--- src/flash_seq_params.svh ---
// Constants of the flash erase and program sequencer.
// What this block does
// - Before erasing, program every byte to 00h using the byte program flow.
// - Write 20h twice to the command register to start an erase.
// - Write 0A0h with the byte address to arm erase verify.
// - After erase verify set-up, read once and compare with 0FFh.
// - Verify upward from 0000h to the last address or first failure.
// - On verify failure keep the address, erase again, resume there.
// - Erase retries are limited to 1000 or 6000 by temperature grade.
// - Program a byte with repeated 10us pulses, verifying after each.
// - At most 25 program operations per byte, then it is a failure.
// - Write 40h, then a write of address and data starts programming.
// - Write 0C0h to arm program verify, then read and compare once.
// - Two writes of 0FFh abort a set-up; follow with a valid command.
`ifndef FLASH_SEQ_PARAMS_SVH
`define FLASH_SEQ_PARAMS_SVH
`define CMD_ERASE       8'h20
`define CMD_ERASE_VFY   8'ha0
`define CMD_PROGRAM     8'h40
`define CMD_PROGRAM_VFY 8'hc0
`define CMD_RESET       8'hff
`define CMD_READ        8'h00
`define DATA_ERASED     8'hff
`define DATA_ZERO       8'h00
`define ADDR_FIRST      17'h00000
`define ADDR_LAST       17'h1ffff
`define CLK_MHZ         250
`define PROG_PULSE_NS   10000
`define PROG_PULSE_CYC  ((`PROG_PULSE_NS * `CLK_MHZ) / 1000)
`define ERASE_PULSE_US  9500
`define ERASE_PULSE_CYC (`ERASE_PULSE_US * `CLK_MHZ)
`define PROG_MAX        5'd25
`define ERASE_MAX_G1    13'd1000
`define ERASE_MAX_G36   13'd6000
`define BUS_CYC         6'd40
`define RECOVER_CYC     6'd63
`endif

--- src/flash_seq_pkg.sv ---
// Types of the flash erase and program sequencer.
package flash_seq_pkg;
  typedef enum logic [4:0] {
    ST_IDLE   = 5'b00000,
    ST_WRITE  = 5'b00001,
    ST_READ   = 5'b00010,
    ST_WAIT   = 5'b00011,
    ST_P_SET  = 5'b00100,
    ST_P_DATA = 5'b00101,
    ST_P_VSET = 5'b00110,
    ST_P_VRD  = 5'b00111,
    ST_E_PRE  = 5'b01000,
    ST_E_SET1 = 5'b01001,
    ST_E_SET2 = 5'b01010,
    ST_E_VSET = 5'b01011,
    ST_E_VRD  = 5'b01100,
    ST_ABORT1 = 5'b01101,
    ST_ABORT2 = 5'b01110,
    ST_TO_RD  = 5'b01111,
    ST_DONE   = 5'b10000
  } state_e;
  typedef struct packed {
    logic        ce_n;
    logic        oe_n;
    logic        we_n;
    logic        dq_oe;
    logic [16:0] addr;
    logic [7:0]  dq;
  } pins_s;
  typedef struct packed {
    state_e      st;
    state_e      ret;
    logic        erase_job;
    logic        pre_pass;
    logic        error;
    logic        done;
    logic [7:0]  rd;
    logic [7:0]  want;
    logic [16:0] addr;
    logic [4:0]  tries;
    logic [12:0] retries;
    logic [5:0]  bus_cnt;
    logic [23:0] wait_cnt;
    pins_s       pins;
  } state_s;
endpackage

--- src/flash_seq.sv ---
// Host sequencer that erases and programs a bulk erase flash over its pins.
`include "flash_seq_params.svh"
module flash_seq
  import flash_seq_pkg::*;
(
  // Clock and reset.
  input  wire logic        I_CLK_SYS,
  input  wire logic        I_SYS_RST,
  // Job request.
  input  wire logic        i_start,
  input  wire logic        i_erase,
  input  wire logic [16:0] i_addr,
  input  wire logic [7:0]  i_data,
  input  wire logic        i_grade1,
  // Job status.
  output logic             o_busy,
  output logic             o_done,
  output logic             o_error,
  output logic [16:0]      o_fail_addr,
  // Flash pins.
  output logic             o_ce_n,
  output logic             o_oe_n,
  output logic             o_we_n,
  output logic [16:0]      o_a,
  output logic [7:0]       o_dq,
  output logic             o_dq_oe,
  input  wire logic [7:0]  i_dq
);
  state_s s;
  state_s next_s;
  logic [7:0] dq_meta;
  logic [7:0] dq_sync;
  logic [12:0] erase_max;

  // Read data pins pass two flip-flops.
  always_ff @(posedge I_CLK_SYS or posedge I_SYS_RST)
  begin
    if (I_SYS_RST)
    begin
      dq_meta <= 8'h00;
      dq_sync <= 8'h00;
    end
    else
    begin
      dq_meta <= i_dq;
      dq_sync <= dq_meta;
    end
  end

  assign erase_max = i_grade1 ? `ERASE_MAX_G1 : `ERASE_MAX_G36;

  // Starts one bus write cycle and returns to the given state.
  function automatic state_s bus_write(state_s c, logic [7:0] d,
                                       logic [16:0] a, state_e r);
    state_s n;
    n = c;
    n.pins.ce_n  = 1'b0;
    n.pins.we_n  = 1'b0;
    n.pins.oe_n  = 1'b1;
    n.pins.dq_oe = 1'b1;
    n.pins.dq    = d;
    n.pins.addr  = a;
    n.bus_cnt    = `BUS_CYC;
    n.ret        = r;
    n.st         = ST_WRITE;
    return n;
  endfunction

  always_comb
  begin
    next_s = s;
    next_s.done = 1'b0;
    case (s.st)
      ST_IDLE:
      begin
        if (i_start)
        begin
          next_s.error     = 1'b0;
          next_s.erase_job = i_erase;
          next_s.tries     = 5'd0;
          next_s.retries   = 13'd0;
          if (i_erase)
          begin
            next_s.pre_pass = 1'b1;
            next_s.addr     = `ADDR_FIRST;
            next_s.want     = `DATA_ZERO;
            next_s.st       = ST_P_SET;
          end
          else
          begin
            next_s.pre_pass = 1'b0;
            next_s.addr     = i_addr;
            next_s.want     = i_data;
            next_s.st       = ST_P_SET;
          end
        end
      end
      ST_WRITE:
      begin
        next_s.bus_cnt = s.bus_cnt - 6'd1;
        if (s.bus_cnt == (`BUS_CYC >> 1))
        begin
          next_s.pins.we_n = 1'b1;
        end
        if (s.bus_cnt == 6'd0)
        begin
          next_s.pins.ce_n  = 1'b1;
          next_s.pins.dq_oe = 1'b0;
          next_s.st         = (s.wait_cnt != 24'd0) ? ST_WAIT : s.ret;
        end
      end
      ST_READ:
      begin
        next_s.bus_cnt = s.bus_cnt - 6'd1;
        if (s.bus_cnt == 6'd0)
        begin
          next_s.rd        = dq_sync;
          next_s.pins.ce_n = 1'b1;
          next_s.pins.oe_n = 1'b1;
          next_s.ret       = ST_READ;
          next_s.st        = s.ret;
        end
      end
      ST_WAIT:
      begin
        next_s.wait_cnt = s.wait_cnt - 24'd1;
        if (s.wait_cnt == 24'd1)
        begin
          next_s.st = s.ret;
        end
      end
      ST_P_SET:
      begin
        next_s = bus_write(s, `CMD_PROGRAM, s.addr, ST_P_DATA);
      end
      ST_P_DATA:
      begin
        next_s = bus_write(s, s.want, s.addr, ST_P_VSET);
        next_s.tries    = s.tries + 5'd1;
        next_s.wait_cnt = 24'(`PROG_PULSE_CYC);
      end
      ST_P_VSET:
      begin
        next_s = bus_write(s, `CMD_PROGRAM_VFY, s.addr, ST_P_VRD);
        next_s.wait_cnt = {18'd0, `RECOVER_CYC};
      end
      ST_P_VRD:
      begin
        if (s.ret != ST_READ)
        begin
          next_s.pins.ce_n = 1'b0;
          next_s.pins.oe_n = 1'b0;
          next_s.bus_cnt   = `BUS_CYC;
          next_s.ret       = ST_P_VRD;
          next_s.st        = ST_READ;
        end
        else if (s.rd == s.want)
        begin
          next_s.tries = 5'd0;
          if (s.pre_pass && s.addr != `ADDR_LAST)
          begin
            next_s.addr = s.addr + 17'd1;
            next_s.st   = ST_P_SET;
          end
          else if (s.pre_pass)
          begin
            next_s.pre_pass = 1'b0;
            next_s.addr     = `ADDR_FIRST;
            next_s.st       = ST_E_SET1;
          end
          else
          begin
            next_s.st = ST_TO_RD;
          end
        end
        else if (s.tries >= `PROG_MAX)
        begin
          next_s.error = 1'b1;
          next_s.st    = ST_ABORT1;
        end
        else
        begin
          next_s.st = ST_P_SET;
        end
      end
      ST_E_SET1:
      begin
        next_s = bus_write(s, `CMD_ERASE, s.addr, ST_E_SET2);
        next_s.retries = s.retries + 13'd1;
      end
      ST_E_SET2:
      begin
        next_s = bus_write(s, `CMD_ERASE, s.addr, ST_E_VSET);
        next_s.wait_cnt = 24'(`ERASE_PULSE_CYC);
      end
      ST_E_VSET:
      begin
        next_s = bus_write(s, `CMD_ERASE_VFY, s.addr, ST_E_VRD);
        next_s.wait_cnt = {18'd0, `RECOVER_CYC};
      end
      ST_E_VRD:
      begin
        if (s.ret != ST_READ)
        begin
          next_s.pins.ce_n = 1'b0;
          next_s.pins.oe_n = 1'b0;
          next_s.bus_cnt   = `BUS_CYC;
          next_s.ret       = ST_E_VRD;
          next_s.st        = ST_READ;
        end
        else if (s.rd == `DATA_ERASED)
        begin
          if (s.addr == `ADDR_LAST)
          begin
            next_s.st = ST_TO_RD;
          end
          else
          begin
            next_s.addr = s.addr + 17'd1;
            next_s.ret  = ST_E_VSET;
            next_s.st   = ST_E_VSET;
          end
        end
        else if (s.retries >= erase_max)
        begin
          next_s.error = 1'b1;
          next_s.st    = ST_ABORT1;
        end
        else
        begin
          next_s.st = ST_E_SET1;
        end
      end
      ST_ABORT1:
      begin
        next_s = bus_write(s, `CMD_RESET, s.addr, ST_ABORT2);
      end
      ST_ABORT2:
      begin
        next_s = bus_write(s, `CMD_RESET, s.addr, ST_TO_RD);
      end
      ST_TO_RD:
      begin
        next_s = bus_write(s, `CMD_READ, s.addr, ST_DONE);
      end
      ST_DONE:
      begin
        next_s.done = 1'b1;
        next_s.st   = ST_IDLE;
      end
      default:
      begin
        next_s.st = ST_IDLE;
      end
    endcase
  end

  always_ff @(posedge I_CLK_SYS or posedge I_SYS_RST)
  begin
    if (I_SYS_RST)
    begin
      s <= '{st: ST_IDLE, ret: ST_IDLE,
             pins: '{ce_n: 1'b1, oe_n: 1'b1, we_n: 1'b1,
                     dq_oe: 1'b0, addr: 17'h00000, dq: 8'h00},
             default: '0};
    end
    else
    begin
      s <= next_s;
    end
  end

  assign o_busy      = (s.st != ST_IDLE);
  assign o_done      = s.done;
  assign o_error     = s.error;
  assign o_fail_addr = s.addr;
  assign o_ce_n      = s.pins.ce_n;
  assign o_oe_n      = s.pins.oe_n;
  assign o_we_n      = s.pins.we_n;
  assign o_a         = s.pins.addr;
  assign o_dq        = s.pins.dq;
  assign o_dq_oe     = s.pins.dq_oe;
endmodule

--- config.mk ---
export PLATFORM = sky130hd
export DESIGN_NAME = flash_seq
export DESIGN_NICKNAME = d
export VERILOG_FILES = /design/src/flash_seq_pkg.sv /design/src/flash_seq.sv
export VERILOG_INCLUDE_DIRS = /design/src
export SDC_FILE = /design/constraint.sdc
export NUM_CORES = 1
export LEC_CHECK = 0
export BUFFER_PORTS_ARGS = -buffer_cell sky130_fd_sc_hd__buf_4
export CORE_MARGIN = 4
export CORE_UTILIZATION = 32
export CTS_CLUSTER_DIAMETER = 80
export CTS_CLUSTER_SIZE = 30
export DETAILED_ROUTE_END_ITERATION = 8
export MAX_ROUTING_LAYER = met4
export PLACE_DENSITY = 0.45
export REMOVE_ABC_BUFFERS = 1
export SYNTH_ARGS = -nofsm -noshare
export SYNTH_HDL_FRONTEND = slang
export SYNTH_SLANG_ARGS = --single-unit
--- constraint.sdc ---
create_clock -name I_CLK_SYS -period 5.6 [get_ports I_CLK_SYS]
set_clock_uncertainty 0.2 [all_clocks]
set_input_delay 0 -clock I_CLK_SYS [delete_from_list [all_inputs] [get_ports I_CLK_SYS]]
set_output_delay 0 -clock I_CLK_SYS [all_outputs]
set_load 0.01 [all_outputs]
==> qor.txt <==
run status -> completed
CTS H-Tree Depth -> 4
ordered list of cells on the worst path -> ha_1 -> nand3_1 -> nor2_1 -> and3_1 -> and3_1 -> and3_1 -> ha_1 -> nor3_1 -> nor2_1 -> nor3_2 -> buf_4 -> o21ai_0 -> a22o_1
first-pass GRT wire length -> 33600 µm
RSZ-0062 raised after global routing -> no
ANT nets after route -> 0
post-synthesis sequential area ratio -> 47.0%
Post-Synth XOR/XNOR Area -> 3.19%
Hold Vio Cnt, Final -> 0
number of global-route vias before repair -> 6355
total power -> 4.39 mW
Synth warnings -> 0
initial core utilization -> 32.6%
FFs w/ async S/R, synth -> 100%
slowest cell delay on critical path -> 450 ps
most used cell, CP -> and3_1
Synth Area in Adders -> 2.70%
proportion of synthesized area in mux cells -> 1.96%
FF+latch area -> 3480 µm²
Yosys reg bits -> 139
most common cell after layout, fill and taps aside -> dfrtp_1
Vias -> 6236
Post-synth EDFFs -> 0
Synth Area in Compound Gates -> 16.5%
Crit. End Element -> flip-flop
Die Wd -> 160 µm
Final TNS setup -> 0 ps
DIE HEIGHT -> 160 µm
Yosys cell types -> 64
post-CTS setup repair buffer count -> 0
Fillers -> 2291
routability cong. -> 0.858
boundary pin count -> 87
vias per cell -> 5.26
worst hold start -> i_dq[6]
Simple-Gate Fraction of Synth Area -> 21.4%
largest net degree at the start of global routing -> 80
CP max FO -> 34
area delta synth->final -> 23.2%
fin nets -> 942
Cells after Synth -> 805
required time worst endpoint -> 5700 ps
Reg2Reg Setup Slack -> 2240 ps
total die area -> 25700 µm²
CTS max path bufs -> 2
Rows -> 55
Reg-to-Reg Start -> o_fail_addr[0]
max-cap check violation count -> 0
CTS tree -> done
critical path's slowest cell -> dfrtp_1
antenna violations before repair -> 0
Pleak -> 4.13 nW
clk sinks -> 139
Power Density -> 481 nW/µm²
Final Setup Violations -> 0
CTS buffer count -> 17
TritonRoute pass-1 iters -> 5
Overall Global Routing Usage -> 16.5%
n_diodes -> 0
HPWL Detailed -> 13900 µm
drt wl/cell -> 17.1 µm
fmax -> 297 MHz
VDD IR max -> 188 µV
Iteration-0 DRC Markers -> 442
area occupied by multi-input gates -> 3410 µm²
HP Class -> in -> reg
arrival time worst endpoint -> 3460 ps
clk_lat worst skew -> 430 ps
CTS clk-pin slew, worst paths -> 80 ps
routed wire length -> 20300 µm
Yosys top cell area share -> 45.9%
layout cells sized above 1 -> 17.0%
Core Box Area -> 22700 µm²
Max-slew headroom -> 15.2%
highest-count cells in the layout ignoring fill and taps -> 136 x dfrtp_1, 127 x nand2_1, 92 x buf_4
Worst Setup Start Kind -> flip-flop
top cells by area, synth -> dfrtp_1 46%, nand2_1 6.4%, buf_4 4.3%, o21ai_0 4.2%, nor2_1 3.1%
port bufs -> 86
worst-margin pin slew -> 1270 ps
root buffer cell -> clkbuf_16
Worst Setup Path Type -> reg -> reg
Syn Std Cell Area -> 7410 µm²
critical path startpoint -> o_fail_addr[0]
Mean Syn Cell Area -> 9.21 µm²
fin crit share -> 60.1%
drt drc -> 0
area leader, netlist -> dfrtp_1
min Tclk post-route -> 3360 ps
Slew Viols, Final -> 0
Most used DFF post-synth -> dfrtp_1
GRT overflow -> 0
largest family of logic cells by synthesized area -> simple AND/OR/NAND/NOR gates
-- flip-flops by register name, indices dropped and copies added, names as in the netlist, 8 cells and up --
| register | flops |
|---|---|
| o_dq | 8 |
| s | 75 |
| dq_sync | 8 |
| o_fail_addr | 17 |
| dq_meta | 8 |
| o_a | 17 |
-- worst paths after layout --
kind,to,depth (start not counted)
max,o_fail_addr[14],13
min,dq_meta[6],2
max reg2reg,o_fail_addr[14],13
min reg2reg,dq_sync[0],0
max in group asynchronous,s[101],4
min in group asynchronous,o_dq[4],3
-- stage by stage --
step	hold slack, ps	instances	area [µm²]	setup WS (ps)	utilization (%)
after floorplan	-169	729	6960	1170	-
after global placement	-90.5	1106	8040	2360	35.4
after detailed placement	-89.4	1106	8040	2260	35.4
after CTS	1.74	1186	9130	2240	40.2
after global routing	19.1	1186	9130	2010	40.2
final	15.5	1186	9130	2240	40.2
-- worst max-delay path: cells and delay by family (launching register included) --
| family | cells | cell delay [ps] |
|---|---|---|
| buffers and inverters | 1 | 330 |
| AO/OA/AOI/OAI | 2 | 360 |
| flip-flops | 1 | 450 |
| AND/OR/NAND/NOR | 8 | 1400 |
| adder cells (fa/ha/maj) | 2 | 480 |
-- synthesized netlist by cell type, drive strengths merged (16+ instances only) --
master,count
inv,24
xor2,19
a21oi,22
nor2,62
nand2,127
ha,16
clkbuf,29
a22o,22
o21ai,63
nand4,16
dfrtp,136
buf,47
nor3,26
-- timing repair --
item / in CTS / in global routing
resized for setup: 0 / 0
endpoints found under the hold margin: 112 / 0
hold buffers: 48 / 0
-- cell families after synthesis --
| group | Yosys count |
|---|---|
| AO/OA/AOI/OAI | 181 |
| XOR/XNOR | 27 |
| adder cells (fa/ha/maj) | 16 |
| buffers and inverters | 100 |
| flip-flops | 139 |
| multiplexers | 13 |
| AND/OR/NAND/NOR | 329 |
-- final cells by class --
cell class | count | area share [%]
Sequential cell | 139 | 38.1
Multi-Input combinational cell | 566 | 37.3
Timing Repair Buffer | 140 | 12.8
Clock buffer | 17 | 4.66
Tap cell | 285 | 3.90
Clock inverter | 15 | 2.10
Inverter | 24 | 1.04
-- metal layers --
layer | global-route usage [%] | up-vias | wire length [µm]
met5 | - | - | 0
met2 | 26.1 | 164 | 9760
met4 | 4.11 | 0 | 247
met1 | 21.8 | 3054 | 9410
met3 | 3.33 | 18 | 879
li1 | - | 3000 | -
-- where the power goes --
group	leakage, nW	internal (mW)	switching, mW
combinational	2.03	0.674	0.904
clock	0.300	0.611	0.542
sequential	1.80	1.31	0.354
total	4.13	2.59	1.80
Power figures use the tool's default switching activity.
